**src/common/sfm_params.svh**
```systemverilog
// Frame geometry, slot mapping and fill constants for the frame slot mapper
`ifndef SFM_PARAMS_SVH
`define SFM_PARAMS_SVH

`define SFM_N_DEF        1
`define SFM_ROWS         9
`define SFM_COLS_BASE    270
`define SFM_SOH_COLS     9
`define SFM_PTR_ROW      4
`define SFM_OPT_ROW      1
`define SFM_RS_LAST_ROW  3
`define SFM_BITS_BYTE    8
`define SFM_TU12_FIRST   10
`define SFM_TU12_SLOTS   63
`define SFM_TU2_FIRST    10
`define SFM_TU2_SLOTS    21
`define SFM_TU3_FIRST    4
`define SFM_TU3_SLOTS    3
`define SFM_FIFO_DEPTH   4
`define SFM_DEF_BYTE     8'h00
`define SFM_RSV_MASK     9'h1c0
`define SFM_FILL_OPT     0
`define SFM_FILL_RS      1
`define SFM_FILL_MS      2

`endif

```
**src/common/sfm_pkg.sv**
```systemverilog
// Types shared by the frame slot mapper modules
`default_nettype none

package sfm_pkg;

    // Payload configuration that selects the time-slot pattern
    typedef enum logic [1:0] {
        SFM_MODE_TU12 = 2'b00,
        SFM_MODE_TU2  = 2'b01,
        SFM_MODE_TU3  = 2'b10,
        SFM_MODE_NONE = 2'b11
    } sfm_mode_t;

    // Owner of a byte position in the frame
    typedef enum logic [2:0] {
        SFM_LAYER_PAYLOAD = 3'b000,
        SFM_LAYER_OPT     = 3'b001,
        SFM_LAYER_RS      = 3'b010,
        SFM_LAYER_MS      = 3'b011,
        SFM_LAYER_PTR     = 3'b100
    } sfm_layer_t;

endpackage : sfm_pkg

`default_nettype wire

```
**src/hw/sfm_fifo.sv**
```systemverilog
// Small synchronous FIFO with valid/ready on both sides
`default_nettype none
`include "sfm_params.svh"

module sfm_fifo #(
    parameter int W = 8,
    parameter int D = `SFM_FIFO_DEPTH
) (
    input  wire logic         i_clk_sys,
    input  wire logic         i_nrst,
    input  wire logic         i_vld,
    output logic              o_rdy,
    input  wire logic [W-1:0] i_data,
    output logic              o_vld,
    input  wire logic         i_rdy,
    output logic [W-1:0]      o_data
);
    localparam int AW = (D > 1) ? $clog2(D) : 1;
    localparam int CW = $clog2(D + 1);

    logic [W-1:0]  mem [D];
    logic [AW-1:0] wr_ptr;
    logic [AW-1:0] rd_ptr;
    logic [CW-1:0] count;
    logic          push;
    logic          pop;

    // Full and empty come straight from the occupancy count
    assign o_rdy  = (count != CW'(D));
    assign o_vld  = (count != '0);
    assign o_data = mem[rd_ptr];
    assign push   = i_vld && o_rdy;
    assign pop    = o_vld && i_rdy;

    // Storage needs no reset; only words under the count are read
    always_ff @(posedge i_clk_sys)
    begin
        if (push)
        begin
            mem[wr_ptr] <= i_data;
        end
    end

    // Pointers wrap at depth, which need not be a power of two
    always_ff @(posedge i_clk_sys or negedge i_nrst)
    begin
        if (!i_nrst)
        begin
            wr_ptr <= '0;
            rd_ptr <= '0;
            count  <= '0;
        end
        else
        begin
            if (push)
                wr_ptr <= (wr_ptr == AW'(D - 1)) ? '0 : wr_ptr + 1'b1;
            if (pop)
                rd_ptr <= (rd_ptr == AW'(D - 1)) ? '0 : rd_ptr + 1'b1;
            if (push && !pop)
                count <= count + 1'b1;
            else if (pop && !push)
                count <= count - 1'b1;
        end
    end

endmodule : sfm_fifo

`default_nettype wire

```
**src/hw/sfm_slot_map.sv**
```systemverilog
// Maps a VC-4 column to a time slot and a tributary address
`default_nettype none
`include "sfm_params.svh"

module sfm_slot_map (
    input  wire logic             i_payload,
    input  wire logic [8:0]       i_vc_col,
    input  wire sfm_pkg::sfm_mode_t i_mode,
    output logic [5:0]            o_ts,
    output logic                  o_ts_vld,
    output logic [1:0]            o_k,
    output logic [2:0]            o_l,
    output logic [1:0]            o_m
);
    // Zero-based slot index of a column in a repeating pattern
    function automatic logic [5:0] slot_idx(input logic [8:0] col,
                                            input int first,
                                            input int slots);
        int d;
        d = int'(col) - first;
        return 6'(d % slots);
    endfunction : slot_idx

    logic [5:0] idx;

    // Slot numbering depends only on mode and column; port numbers live elsewhere
    always_comb
    begin
        idx      = '0;
        o_ts     = '0;
        o_ts_vld = 1'b0;
        o_k      = '0;
        o_l      = '0;
        o_m      = '0;
        case (i_mode)
            sfm_pkg::SFM_MODE_TU12:
            begin
                if (i_payload && i_vc_col >= 9'(`SFM_TU12_FIRST))
                begin
                    idx      = slot_idx(i_vc_col, `SFM_TU12_FIRST,
                                        `SFM_TU12_SLOTS);
                    o_ts     = idx + 6'h01;
                    o_ts_vld = 1'b1;
                    o_k      = 2'(idx % 6'h03) + 2'h1;
                    o_l      = 3'((idx / 6'h03) % 6'h07) + 3'h1;
                    o_m      = 2'(idx / 6'h15) + 2'h1;
                end
            end
            sfm_pkg::SFM_MODE_TU2:
            begin
                if (i_payload && i_vc_col >= 9'(`SFM_TU2_FIRST))
                begin
                    idx      = slot_idx(i_vc_col, `SFM_TU2_FIRST,
                                        `SFM_TU2_SLOTS);
                    o_ts     = idx + 6'h01;
                    o_ts_vld = 1'b1;
                    o_k      = 2'(idx % 6'h03) + 2'h1;
                    o_l      = 3'(idx / 6'h03) + 3'h1;
                end
            end
            sfm_pkg::SFM_MODE_TU3:
            begin
                if (i_payload && i_vc_col >= 9'(`SFM_TU3_FIRST))
                begin
                    idx      = slot_idx(i_vc_col, `SFM_TU3_FIRST,
                                        `SFM_TU3_SLOTS);
                    o_ts     = idx + 6'h01;
                    o_ts_vld = 1'b1;
                    o_k      = 2'(idx) + 2'h1;
                end
            end
            default:
            begin
                o_ts_vld = 1'b0;
            end
        endcase
    end

endmodule : sfm_slot_map

`default_nettype wire

```
**src/hw/sfm_frame_mapper.sv**
```systemverilog
// Frame position tracker, overhead fill and time-slot tagger (top level)
//
// What this block does
// - Bit 1 of each byte is the MSB and arrives first; bit 8 last.
// - Reserved overhead rows: 1 optical, 2-3 regenerator, 5-9 multiplex.
// - Each layer's reserved overhead bytes are forced to their default value.
// - Overhead bytes are located by row 1..9 and column 1..9N.
// - Three-index form: row=a, column=N(b-1)+c.
// - A row has 270N columns; first 9N overhead and pointer, 261N payload.
// - Payload columns carry a TUG-3, TUG-2, TU-1 address.
// - TU-12 slots run 1..63 over VC-4 columns 10..72.
// - TU-3 slots 1, 2, 3 start at VC-4 columns 4, 5, 6.
// - Time-slot index is never used as the tributary port number.
`default_nettype none
`include "sfm_params.svh"

module sfm_frame_mapper #(
    parameter int            N        = `SFM_N_DEF,
    parameter int            COLW     = 12,
    parameter int            DEPTH    = `SFM_FIFO_DEPTH,
    parameter logic [8:0]    RSV_MASK = `SFM_RSV_MASK,
    parameter logic [7:0]    DEF_BYTE = `SFM_DEF_BYTE
) (
    input  wire logic                 i_clk_sys,
    input  wire logic                 i_nrst,
    input  wire logic                 i_bit,
    input  wire logic                 i_bit_vld,
    input  wire logic                 i_frame_start,
    input  wire sfm_pkg::sfm_mode_t   i_ts_mode,
    input  wire logic [2:0]           i_fill_en,
    input  wire logic                 i_out_rdy,
    output logic                      o_vld,
    output logic [7:0]                o_byte,
    output logic [3:0]                o_row,
    output logic [COLW-1:0]           o_col,
    output var sfm_pkg::sfm_layer_t   o_layer,
    output logic                      o_rsv,
    output logic [3:0]                o_soh_b,
    output logic [3:0]                o_soh_c,
    output logic [5:0]                o_ts,
    output logic                      o_ts_vld,
    output logic [1:0]                o_k,
    output logic [2:0]                o_l,
    output logic [1:0]                o_m,
    output logic                      o_in_rdy,
    output logic                      o_ovf
);
    localparam int COLS = `SFM_COLS_BASE * N;
    localparam int OVH  = `SFM_SOH_COLS * N;
    localparam int WW   = 38 + COLW;

    logic [6:0]          shreg;
    logic [2:0]          bcnt;
    logic                locked;
    logic [3:0]          row;
    logic [COLW-1:0]     col;
    logic                byte_done;
    logic [7:0]          next_byte;
    logic                ovh;
    logic [3:0]          soh_b;
    logic [3:0]          soh_c;
    logic [8:0]          vc_col;
    sfm_pkg::sfm_layer_t layer;
    logic                rsv;
    logic                fill;
    logic [5:0]          ts;
    logic                ts_vld;
    logic [1:0]          tk;
    logic [2:0]          tl;
    logic [1:0]          tm;
    logic                st_vld;
    logic [WW-1:0]       st_word;
    logic                f_irdy;
    logic                f_ovld;
    logic [WW-1:0]       f_data;
    logic                take;
    logic                drop;

    // Serial bits shift in at the right end and move left, so the first bit is the MSB
    assign byte_done = i_bit_vld && !i_frame_start && (bcnt == 3'h7);
    assign next_byte = {shreg, i_bit};

    always_ff @(posedge i_clk_sys or negedge i_nrst)
    begin
        if (!i_nrst)
        begin
            shreg <= '0;
            bcnt  <= '0;
        end
        else if (i_bit_vld)
        begin
            // Frame start realigns the byte boundary on its own bit
            if (i_frame_start)
            begin
                shreg <= {6'h00, i_bit};
                bcnt  <= 3'h1;
            end
            else
            begin
                shreg <= next_byte[6:0];
                bcnt  <= bcnt + 3'h1;
            end
        end
    end

    // Position counters name the byte now being assembled
    always_ff @(posedge i_clk_sys or negedge i_nrst)
    begin
        if (!i_nrst)
        begin
            row    <= 4'h1;
            col    <= COLW'(1);
            locked <= 1'b0;
        end
        else if (i_bit_vld && i_frame_start)
        begin
            row    <= 4'h1;
            col    <= COLW'(1);
            locked <= 1'b1;
        end
        else if (byte_done)
        begin
            if (col == COLW'(COLS))
            begin
                col <= COLW'(1);
                row <= (row == 4'(`SFM_ROWS)) ? 4'h1 : row + 4'h1;
            end
            else
            begin
                col <= col + COLW'(1);
            end
        end
    end

    // Overhead lives in the first nine columns per multiple of the rate
    always_comb
    begin
        ovh    = (col <= COLW'(OVH));
        soh_b  = 4'((int'(col) - 1) / N + 1);
        soh_c  = 4'((int'(col) - 1) % N + 1);
        vc_col = ovh ? 9'h000 : 9'((int'(col) - OVH - 1) / N + 1);
        if (!ovh)
            layer = sfm_pkg::SFM_LAYER_PAYLOAD;
        else if (row == 4'(`SFM_PTR_ROW))
            layer = sfm_pkg::SFM_LAYER_PTR;
        else if (row == 4'(`SFM_OPT_ROW))
            layer = sfm_pkg::SFM_LAYER_OPT;
        else if (row <= 4'(`SFM_RS_LAST_ROW))
            layer = sfm_pkg::SFM_LAYER_RS;
        else
            layer = sfm_pkg::SFM_LAYER_MS;
        rsv = ovh && (layer != sfm_pkg::SFM_LAYER_PTR) &&
              RSV_MASK[soh_b - 4'h1];
        case (layer)
            sfm_pkg::SFM_LAYER_OPT: fill = rsv && i_fill_en[`SFM_FILL_OPT];
            sfm_pkg::SFM_LAYER_RS:  fill = rsv && i_fill_en[`SFM_FILL_RS];
            sfm_pkg::SFM_LAYER_MS:  fill = rsv && i_fill_en[`SFM_FILL_MS];
            default:                fill = 1'b0;
        endcase
    end

    // Column-to-slot lookup; the result is a slot, not a port number
    sfm_slot_map u_slot (
        .i_payload (!ovh),
        .i_vc_col  (vc_col),
        .i_mode    (i_ts_mode),
        .o_ts      (ts),
        .o_ts_vld  (ts_vld),
        .o_k       (tk),
        .o_l       (tl),
        .o_m       (tm)
    );

    // One staging word; bytes come at most every eight cycles so it drains
    assign take = byte_done && locked && !(st_vld && !f_irdy);
    assign drop = byte_done && locked && st_vld && !f_irdy;

    always_ff @(posedge i_clk_sys or negedge i_nrst)
    begin
        if (!i_nrst)
        begin
            st_vld  <= 1'b0;
            st_word <= '0;
        end
        else
        begin
            if (take)
            begin
                st_vld  <= 1'b1;
                st_word <= {fill ? DEF_BYTE : next_byte,
                            row, col, layer, rsv, soh_b, soh_c,
                            ts, ts_vld, tk, tl, tm};
            end
            else if (f_irdy)
            begin
                st_vld <= 1'b0;
            end
        end
    end

    sfm_fifo #(
        .W (WW),
        .D (DEPTH)
    ) u_fifo (
        .i_clk_sys (i_clk_sys),
        .i_nrst    (i_nrst),
        .i_vld     (st_vld),
        .o_rdy     (f_irdy),
        .i_data    (st_word),
        .o_vld     (f_ovld),
        .i_rdy     (!o_vld || i_out_rdy),
        .o_data    (f_data)
    );

    // Output register keeps every port on a flop while honouring stalls
    always_ff @(posedge i_clk_sys or negedge i_nrst)
    begin
        if (!i_nrst)
        begin
            o_vld    <= 1'b0;
            o_byte   <= '0;
            o_row    <= '0;
            o_col    <= '0;
            o_layer  <= sfm_pkg::SFM_LAYER_PAYLOAD;
            o_rsv    <= 1'b0;
            o_soh_b  <= '0;
            o_soh_c  <= '0;
            o_ts     <= '0;
            o_ts_vld <= 1'b0;
            o_k      <= '0;
            o_l      <= '0;
            o_m      <= '0;
        end
        else if (!o_vld || i_out_rdy)
        begin
            o_vld <= f_ovld;
            // Fields unpacked one by one so the layer enum gets a cast
            if (f_ovld)
            begin
                o_byte   <= f_data[WW-1 -: 8];
                o_row    <= f_data[WW-9 -: 4];
                o_col    <= f_data[WW-13 -: COLW];
                o_layer  <= sfm_pkg::sfm_layer_t'(f_data[25:23]);
                o_rsv    <= f_data[22];
                o_soh_b  <= f_data[21:18];
                o_soh_c  <= f_data[17:14];
                o_ts     <= f_data[13:8];
                o_ts_vld <= f_data[7];
                o_k      <= f_data[6:5];
                o_l      <= f_data[4:2];
                o_m      <= f_data[1:0];
            end
        end
    end

    // Lost bytes are flagged until the next frame start; a loss wins
    always_ff @(posedge i_clk_sys or negedge i_nrst)
    begin
        if (!i_nrst)
        begin
            o_ovf    <= 1'b0;
            o_in_rdy <= 1'b0;
        end
        else
        begin
            o_in_rdy <= f_irdy;
            if (drop)
                o_ovf <= 1'b1;
            else if (i_bit_vld && i_frame_start)
                o_ovf <= 1'b0;
        end
    end
endmodule : sfm_frame_mapper

`default_nettype wire

```
**config.mk**
```make
export PLATFORM = sky130hd
export DESIGN_NAME = sfm_frame_mapper
export DESIGN_NICKNAME = d
export VERILOG_FILES = /design/src/common/sfm_pkg.sv /design/src/hw/sfm_fifo.sv /design/src/hw/sfm_slot_map.sv /design/src/hw/sfm_frame_mapper.sv
export VERILOG_INCLUDE_DIRS = /design/src /design/src/common
export SDC_FILE = /design/constraint.sdc
export NUM_CORES = 1
export LEC_CHECK = 0
export BUFFER_PORTS_ARGS = -buffer_cell sky130_fd_sc_hd__clkbuf_2
export CAP_MARGIN = 25
export CORE_MARGIN = 5
export CORE_UTILIZATION = 65
export CTS_CLUSTER_DIAMETER = 30
export DETAILED_ROUTE_END_ITERATION = 10
export GPL_ROUTABILITY_DRIVEN = 0
export PLACE_DENSITY = 0.83
export SLEW_MARGIN = 5
export SYNTH_ARGS = -nofsm -noshare
export SYNTH_HDL_FRONTEND = slang
export SYNTH_SLANG_ARGS = --single-unit
export TNS_END_PERCENT = 100
```
**constraint.sdc**
```tcl
create_clock -name i_clk_sys -period 35.2 [get_ports i_clk_sys]
set_clock_uncertainty 0.1 [all_clocks]
set_input_delay 5.28 -clock i_clk_sys [delete_from_list [all_inputs] [get_ports i_clk_sys]]
set_output_delay 5.28 -clock i_clk_sys [all_outputs]
set_load 0.1 [all_outputs]
```
; Word-level counts from Yosys, hierarchy flattened
; Memories as Yosys holds them, arrays and structs flattened. A register that Yosys moved wholly into a read port is not among the register bits.
; Index checks and enable logic that the tools add are counted.
[word_totals]
memories = 2
latchBits = 0
input_bits = 11
regBits = 89
elab_cells = 149
ram_bits = 188
romBits = 16
output_inout_bits = 53
[mem_list]
columns = name, words, word_bits, read_ports, rd_ports_with_merged_regs, write_ports, line
row1 = u_fifo.mem, 4, 47, 1, 1, 1, sfm_fifo.sv:21  ; logic [W-1:0] mem [D];
row2 = (name not given), 16, 1, 1, 0, 0, sfm_frame_mapper.sv:153  ; RSV_MASK[soh_b - 4'h1];
[classes]
order_cmp = 5
n_mul = 0
n_eq_ne = 14
n_addsub = 24
n_reduce_logical = 38
div_mod_pow = 9
bitwise_logic = 0
n_shift = 0
mux = 43
[op_table]
columns = op, count
row1 = 12-bit 2-to-1 mux, 3
row2 = "32-bit by 3-bit remainder unit with 32-bit output, second input constant", 1
row3 = "32-bit by 6-bit remainder unit with 32-bit output, second input constant", 1
row4 = "32-bit by 7-bit remainder unit with 32-bit output, second input constant", 1
row5 = 3-bit 2-to-1 mux, 7
row6 = 1-bit logical AND, 19
row7 = "6-bit by 1-bit adder with 6-bit output, second input constant", 3
row8 = 6-bit 2-to-1 mux, 3
row9 = 6-bit case mux with 3 select lines, 1
row10 = 2-bit 2-to-1 mux, 8
row11 = 4-bit 2-to-1 mux, 4
row12 = "12-bit by 1-bit adder with 12-bit output, second input constant", 1
row13 = "2-bit by 1-bit adder with 2-bit output, second input constant", 6
row14 = "3-bit by 1-bit adder with 3-bit output, second input constant", 4
row15 = "6-bit by 2-bit divider with 6-bit output, second input constant", 2
row16 = "12-bit by 9-bit == test with 1-bit output, second input constant", 1
row17 = "12-bit by 4-bit <= comparator with 1-bit output, second input constant", 1
row18 = "6-bit by 2-bit remainder unit with 6-bit output, second input constant", 2
row19 = 1-bit 2-to-1 mux, 10
row20 = 2-bit nonzero test, 5
row21 = "9-bit by 3-bit subtractor with 10-bit output, second input constant", 1
row22 = "9-bit by 4-bit subtractor with 10-bit output, second input constant", 1
row23 = "9-bit by 2-bit adder with 9-bit output, second input constant", 1
row24 = "9-bit by 3-bit greater-or-equal comparator with 1-bit output, second input constant", 1
row25 = other kinds (33), 46

; Longest topological paths before layout
; Gate-level depths: netlist of the first run.
[logic_depth]
ltp_word = 11
ltp_mapped = 61
ltp_nobuf = 58

; Modules after synthesis
; A second synthesis of the first run with hierarchy kept.
[hier_totals]
hier_cells = 1608
hier_area_um2 = 18667.9
[by_module_without_submodules]
columns = mod, n_inst, seq_area_each_um2, cells_per_inst, area_each_um2
row1 = sfm_fifo, 1, 6180.9, 299, 7716.2
row2 = sfm_slot_map, 1, 0.0, 824, 5577.8
row3 = sfm_frame_mapper, 1, 3105.5, 485, 5373.9

; Worst setup path after synthesis of the first run
; OpenSTA, ideal clock, no wires.
[synth_timing]
kind = reg-to-reg
startpoint = register col[0]
endpoint = register st_word[4]
setup_slack_ns = 22.670
required_time_ns = 35.014
period_less_slack_ns = 12.530
arrival_ns = 12.344
setup_ns = 0.086
n_path_buf = 5
stages_incl_launch_ff = 61
cell_sequence = dfstp_2 inv_1 ha_1 o21bai_1 a21oi_2 nand2_1 clkbuf_1 nand2_1 ha_1 nor2b_1 or2_2 a21oi_1 a211oi_2 and3_1 or3_1 clkbuf_1 buf_6 buf_2 [25 not listed] inv_2 ha_1 nor3b_1 a21boi_2 xnor2_1 ha_1 a311o_1 a21o_1 o21ai_0 nand2_1 ha_1 a21boi_2 mux2_2 ha_1 or2_2 a211oi_1 o21ai_0 a32oi_1
[synth_between]
elab_chain_cells = 11
elab_cells_between_ends = 19
cone_classes = add/sub: 6 / div: 5 / order compare: 2 / mux: 4 / reduce/logical: 2
[synth_rtl]
columns = element, line
row1 = from (decl), sfm_frame_mapper.sv:56  ; logic [COLW-1:0] col;
row2 = from (signal assigned), sfm_frame_mapper.sv:130  ; col <= col + COLW'(1);
row3 = 9-bit by 4-bit subtractor with 9-bit output, sfm_frame_mapper.sv:141  ; vc_col = ovh ? 9'h000 : 9'((int'(col) - OVH - 1) / N + 1);
row4 = 9-bit by 2-bit subtractor with 9-bit output, sfm_frame_mapper.sv:141
row5 = 9-bit by 2-bit adder with 9-bit output, sfm_frame_mapper.sv:141
row6 = 9-bit 2-to-1 mux, sfm_frame_mapper.sv:141
row7 = 9-bit by 4-bit subtractor with 10-bit output, sfm_slot_map.sv:20  ; d = int'(col) - first;
row8 = 32-bit by 7-bit remainder unit with 32-bit output, sfm_slot_map.sv:21  ; return 6'(d % slots);
row9 = 6-bit by 2-bit divider with 6-bit output, sfm_slot_map.sv:45  ; o_l = 3'((idx / 6'h03) % 6'h07) + 3'h1;
row10 = 6-bit by 3-bit remainder unit with 6-bit output, sfm_slot_map.sv:45
row11 = 3-bit by 1-bit adder with 3-bit output, sfm_slot_map.sv:45
row12 = 3-bit 2-to-1 mux, sfm_slot_map.sv:38  ; if (i_payload && i_vc_col >= 9'(`SFM_TU12_FIRST))
row13 = 3-bit case mux with 2 select lines *, sfm_slot_map.sv:35  ; case (i_mode)
row14 = to (signal assigned), sfm_frame_mapper.sv:190  ; st_word <= {fill ? DEF_BYTE : next_byte,
row15 = to (decl), sfm_frame_mapper.sv:72  ; logic [WW-1:0] st_word;
; Every way passes the cells marked *; elsewhere a longest branch is shown, timed or not.
; A chain may end at the register's enable or synchronous reset.

; Final worst setup path of the first run
; Ends and elaborated chain as after synthesis.

==> metrics.cfg, run 1 <==
[place]
dpl_cell_area_sq_mm = 0.0182
io_buffers = 60
dpl.hpwl_microns = 28100
placed_cells = 1895

[global_routing]
grt_pass1_vias = 13200
grt_overflow = 0
grt_pass1_wl_microns = 72400
grt_max_degree = 69
antenna_found_initial = 1
grt_usage = 0.290

[power]
powerDensity_mw_per_mm2 = 64.0
p_leak_uw = 0.00753
vdd_drop_max_mv = 0.0425

[timing]
max_clock_freq_ghz = 0.0676
hold_viol = 0
worst_pin_slew_ns = 0.986
max_slew_margin = 0.342
hold_slack_ns = 0.406
setup_violations = 0
fin_crit_sh = 0.420
fin_crit_ns = 14.79
finalMaxSlewViolations = 0
setup_tns_ns = 0
rsz0062_at_grt = false

[clocking]
cts.clk_slew.worst_paths_ns = 0.06
cts_root_buf = clkbuf_16
clk_latency_ns = 0.51
post-cts-setup-buffers = 0
clock-sinks = 296
cts_buffers = 37
cts_hold_buffers = 0
cts_tree = built
cts_htree_levels = 2
post_cts_resized = 0
cts_buffer_depth = 3

[final_layout]
finalNonFillerCells = 1965
postLayoutCoreUtil = 0.723
final_layout_size_suffix_gt1_frac = 0.205
finalInstanceArea_sq_mm = 0.0194
syn_to_final_growth_pct = 9.98
fillers = 1731
fin_nets = 1662

[floorplan]
die_area_sq_mm = 0.0306
die_h_microns = 175
io_pins = 64
row_count = 60
core_sq_mm = 0.0269
start_util = 0.657
chipWidth_microns = 175

[synth]
synth-seq-area-share = 0.468
synth_seq_cells = 296
ys_types = 116
avgSynthCellArea_sq_um = 11.3
synth_flop_cell = edfxtp_1
synth-edff-count = 172
netlist_area_sq_mm = 0.0177
synthCells = 1559
yosysWarnings = 0
synth-async-reset-ratio = 0.419

[hold_path]
hold_class = flip-flop to flip-flop

[critical_path]
path_common_cell = ha_1
path_max_fanout = 23
critical_path.startpoint_type = flip-flop
critPathCaptureType = flip-flop
slowest_delay_ns = 0.66
required_ns = 35.50
path_class = flip-flop to flip-flop
critPathSlowestCell = or3_1
crit_arrival_ns = 15.09

[route]
firstDrtPassIters = 8
ant_nets = 0
wire_per_inst_microns = 22.8
dr.first_iter.drc_count = 1497
num_vias = 13800
vias_per_cell = 7.01
drc = 0
drt_wl_total_microns = 44900

[outcome]
status = complete, no violations

[run]
cap_violations = 0

-- cells in the final DEF, fill, tap and decap left out, types with 34 or more instances in the layout --
cell	netlist	routed
ha_1	55	55
mux2_2	71	71
nor3_1	34	34
edfxtp_1	172	172
nor2_1	100	100
mux4_2	43	43
a21oi_1	69	68
xnor2_1	48	48
clkbuf_16	0	39
nand2_1	103	103
clkbuf_2	0	59
dfrtp_1	122	120
nand3_1	45	44
inv_1	54	54
o21ai_0	83	82
-- cell usage after synthesis (6+ instances only) --
library cell	number	area, sq um
inv_1	54	203
o21a_1	10	75.1
buf_4	10	75.1
nor3_1	34	170
a41oi_1	7	61.3
nand3b_1	9	67.6
mux4_2	43	968
o31a_1	9	78.8
a21oi_1	69	345
or3_1	12	75.1
clkbuf_1	50	188
a31oi_1	20	125
dfrtp_1	122	3050
and3_1	18	113
o21ai_1	6	30.0
o211ai_1	18	135
mux2_2	71	800
and2_1	16	100
mux2i_1	20	200
a211oi_1	14	105
a22o_1	16	140
nor2_1	100	375
a21o_1	14	105
a211o_1	10	87.6
o22ai_1	9	56.3
nand2_1	103	387
nand2b_1	7	43.8
edfxtp_1	172	5160
o211a_1	8	80.1
nand4_1	15	93.8
nand3_1	45	225
o31ai_1	13	97.6
nor3b_1	8	60.1
xnor2_1	48	420
ha_1	55	688
xor2_1	20	175
buf_2	17	85.1
nor2b_1	11	68.8
a31o_2	7	61.3
o21ai_0	83	415
a22oi_1	7	52.6
or2_2	9	56.3
nor4_1	13	81.3
-- metal layers --
layer  up-vias  GRT usage  wire, microns  share of wire
li1       6072          -              -              -
met4         0      0.105           1680          0.037
met2       772      0.499          22300           0.50
met3       136     0.0294           3220          0.072
met5         -          0              0              0
met1      6801      0.387          17700           0.39
-- registers in the layout, summed over array words and instances, names as in the netlist, 4 cells and up --
register / flops
col: 12
o_byte: 8
o_col: 12
o_row: 4
o_ts: 6
row: 4
shreg: 7
st_word: 43
u_fifo.mem: 172
-- path summary, 6_finish.rpt --
kind	slack, ns	from	end	cells past startpoint
max	20.41	col[0]$_DFFE_PN1P_	st_word[4]$_DFFE_PN0P_	54
min	0.41	st_word[33]$_DFFE_PN0P_	u_fifo.mem[0][30]$_DFFE_PP_	0
max reg2reg	20.41	col[0]$_DFFE_PN1P_	st_word[4]$_DFFE_PN0P_	54
min reg2reg	0.41	st_word[33]$_DFFE_PN0P_	u_fifo.mem[0][30]$_DFFE_PP_	0
max in group asynchronous	28.81	i_nrst	u_fifo.rd_ptr[0]$_DFFE_PN0P_	2
min in group asynchronous	4.74	i_nrst	o_col[6]$_DFFE_PN0P_	1
-- critical path, delay by kind of cell, from the launching register on --
family          cells  cell delay (ns)
simple gates       14             3.87
fa+ha+maj          10             2.74
buf+inv             4             0.69
compound gates     20             5.09
xor+xnor            4             0.98
flops               1             0.59
mux                 2             0.63
-- final cells by class --
cell class	count	area [sq um]	area share
multi-input cells	1124	8820	0.454
diodes	1	2.50	0.000129
well taps	341	427	0.0220
inverters	56	210	0.0108
flip-flops and latches	296	8270	0.426
repair buffers	80	460	0.0237
clock buffers	45	1010	0.0519
clock inverters	22	235	0.0121
-- power by group --
part,internal (uW),switching (uW),total (uW)
Clock,230,148,377
Sequential,412,34.0,446
Combinational,105,314,420
-- cells by family (layout without fill, tap and decap cells) --
group | count (synthesis) | count (layout) | synth area share
AND/OR/NAND/NOR | 434 | 434 | 0.126
AO/OA/AOI/OAI | 426 | 426 | 0.183
flip-flops | 296 | 296 | 0.468
buffers and inverters | 141 | 203 | 0.0346
multiplexers | 136 | 136 | 0.113
XOR/XNOR | 69 | 69 | 0.0346
adder cells (fa/ha/maj) | 56 | 56 | 0.0401
other | 1 | 4 | 0.000212
-- metrics by stage --
| step | power (uW) | worst slack (ns) |
|---|---|---|
| 5_1_grt | 1280 | 19.44 |
| 2_1_floorplan | 786 | 22.67 |
| 6_report | 1240 | 20.41 |
| 3_5_place_dp | 861 | 20.29 |
| 4_1_cts | 1250 | 20.24 |
| 3_3_place_gp | 847 | 21.13 |
Power figures use the tool's default switching activity.
==> run 2: changes to the inputs <==
ABC_AREA = 1   (was not set)
CORE_UTILIZATION = 57   (was 65)
PLACE_DENSITY = 0.77   (was 0.83)
clock period = 13.5 ns   (was 35.2 ns; I/O delays follow)
==> run 2 against run 1 <==
Against the previous run:
- global-route usage fell by 5.9 points
- critical path type unchanged
- synthesized area fell by 7.2%
- sequential power rose to 2.7 times the previous value
- critical endpoint is now st_word[3]$_DFFE_PN0P_
- register-to-register slack got worse by 17 ns
- die area rose by 5.5%
- largest power group is now combinational logic
- setup slack got worse by 17 ns
==> metrics.cfg, run 2 <==
[final_layout]
syn_to_final_growth_pct = 13.0
final_layout_size_suffix_gt1_frac = 0.148
top_regs = u_fifo.mem x172, st_word x43
largest_reg_flops = 172
fin_nets = 2040
fillers = 2211
antennaDiodeCount = 0
final_cell_mix = nand2_1 (376), nor2_1 (323), inv_1 (179), edfxtp_1 (172), o21ai_0 (157)
final_common_cell = nand2_1
multiInputGateArea_sq_mm = 0.00712
ff_latch_area_sq_mm = 0.00827
regMostFlops = u_fifo.mem

[floorplan]
core_sq_mm = 0.0285
die_h_microns = 180
row_count = 62
start_util = 0.574
io_pins = 64
chipWidth_microns = 180
die_area_sq_mm = 0.0323

[route]
dr.first_iter.drc_count = 1272
vias_per_cell = 5.58
ant_nets = 0
drt_wl_total_microns = 37900
wire_per_inst_microns = 15.9
drc = 0
num_vias = 13300
firstDrtPassIters = 5

[synth]
synth-seq-area-share = 0.504
yosysWarnings = 0
yosysMostFrequentCell = nand2_1
yosysTopAreaCell = edfxtp_1
synth_common_cells = nand2_1 (376), nor2_1 (327), inv_1 (181)
synth-async-reset-ratio = 0.419
synth_top_cell_area_share = 0.315
synth_flop_cell = edfxtp_1
synthTopCellsByArea = edfxtp_1 (31%), dfrtp_1 (19%), nand2_1 (8.6%)
netlist_area_sq_mm = 0.0164
ys_types = 60
synth-edff-count = 172
synthCells = 1916
avgSynthCellArea_sq_um = 8.56
synth_seq_cells = 296

[power]
powerDensity_mw_per_mm2 = 191
total_power_uw = 3550
p_leak_uw = 0.00826
vdd_drop_max_mv = 0.124

[clocking]
cts_htree_levels = 2
cts_buffers = 39
post_cts_resized = 0
cts_tree = built
post-cts-setup-buffers = 0
cts_buffer_depth = 3
clock-sinks = 296
cts_root_buf = clkbuf_16
cts.clk_slew.worst_paths_ns = 0.06
cts_hold_buffers = 0
clk_latency_ns = 0.52

[timing]
rsz0062_at_grt = false
setup_slack_ns = 3.13
worst_pin_slew_ns = 1.03
setup_violations = 0
setup_tns_ns = 0
finalMaxSlewViolations = 0
hold_viol = 0
max_clock_freq_ghz = 0.0964
max_slew_margin = 0.313
fin_crit_ns = 10.37
fin_crit_sh = 0.768

[critical_path]
path_class = flip-flop to flip-flop
required_ns = 13.80
critPathCaptureType = flip-flop
critPathSlowestCell = dfstp_2
path_max_fanout = 15
crit_arrival_ns = 10.67
slowest_delay_ns = 0.55
critical_path.startpoint_type = flip-flop
path_common_cell = nand2_1

[global_routing]
grt_overflow = 0
grt_pass1_vias = 12900
grt_usage = 0.231
grt_max_degree = 92
grt_pass1_wl_microns = 63000
antenna_found_initial = 1

[place]
dpl.hpwl_microns = 23800
io_buffers = 60
pre_cts_ws_ns = 3.25

[outcome]
status = complete, no violations

[run]
cap_violations = 0

[hold_path]
hold_class = flip-flop to flip-flop

run 2: kinds of logic after synthesis:
group                    count (synthesis)  synth area share
AND/OR/NAND/NOR                        974             0.269
other                                    1          0.000229
XOR/XNOR                                39            0.0222
AO/OA/AOI/OAI                          278            0.0942
multiplexers                             3           0.00198
adder cells (fa/ha/maj)                 56            0.0432
flip-flops                             296             0.504
buffers and inverters                  269            0.0646
run 2: where the power goes:
part	total [uW]	leakage, uW	switching, uW	internal (uW)
combinational	1230	0.00449	989	236
sequential	1210	0.00308	101	1100
clock	1110	0.000691	405	710
run 2: cell type report:
| cell class | count | share of cell area |
|---|---|---|
| tap | 384 | 0.0259 |
| clock inverter | 30 | 0.0235 |
| sequential | 296 | 0.446 |
| timing repair buffer | 73 | 0.0229 |
| multi-input combinational | 1353 | 0.384 |
| inverter | 210 | 0.0427 |
| clock buffer | 42 | 0.0544 |
run 2: critical path, delay by kind of cell, from the launching register on:
kind,cells,cell delay [ns]
buffers and inverters,13,1.17
AO/OA/AOI/OAI,2,0.58
multiplexers,2,0.42
flip-flops,1,0.55
XOR/XNOR,3,0.66
AND/OR/NAND/NOR,41,4.52
adder cells (fa/ha/maj),10,2.22
run 2: through the flow:
stage / std cells / hold slack (ns) / area, sq um / utilization
6_report: 2388 / 0.366 / 18500 / 0.649
5_1_grt: 2388 / 0.380 / 18500 / 0.649
3_3_place_gp: 2315 / 0.337 / 17100 / 0.597
3_5_place_dp: 2315 / 0.361 / 17100 / 0.597
4_1_cts: 2387 / 0.372 / 18500 / 0.648
2_1_floorplan: 1918 / 0.323 / 16400 / -
run 2: path summary, 6_finish.rpt:
kind	from	to	slack, ns	cells past startpoint
max in group asynchronous	i_nrst	st_word[0]$_DFFE_PN0P_	10.90	3
min in group asynchronous	i_nrst	o_col[4]$_DFFE_PN0P_	1.34	1
setup / recovery	col[0]$_DFFE_PN1P_	st_word[3]$_DFFE_PN0P_	3.13	71
hold reg to reg	locked$_DFFE_PN0P_	locked$_DFFE_PN0P_	0.37	2
hold / removal	locked$_DFFE_PN0P_	locked$_DFFE_PN0P_	0.37	2
setup reg to reg	col[0]$_DFFE_PN1P_	st_word[3]$_DFFE_PN0P_	3.13	71
run 2: metal layers:
metal  track usage  share of wire  vias to the layer above
met4        0.0710          0.027                        2
met3        0.0295          0.053                       80
met1         0.303           0.43                     6334
li1              -              -                     6463
met5             0        0.00037                        -
met2         0.404           0.49                      436
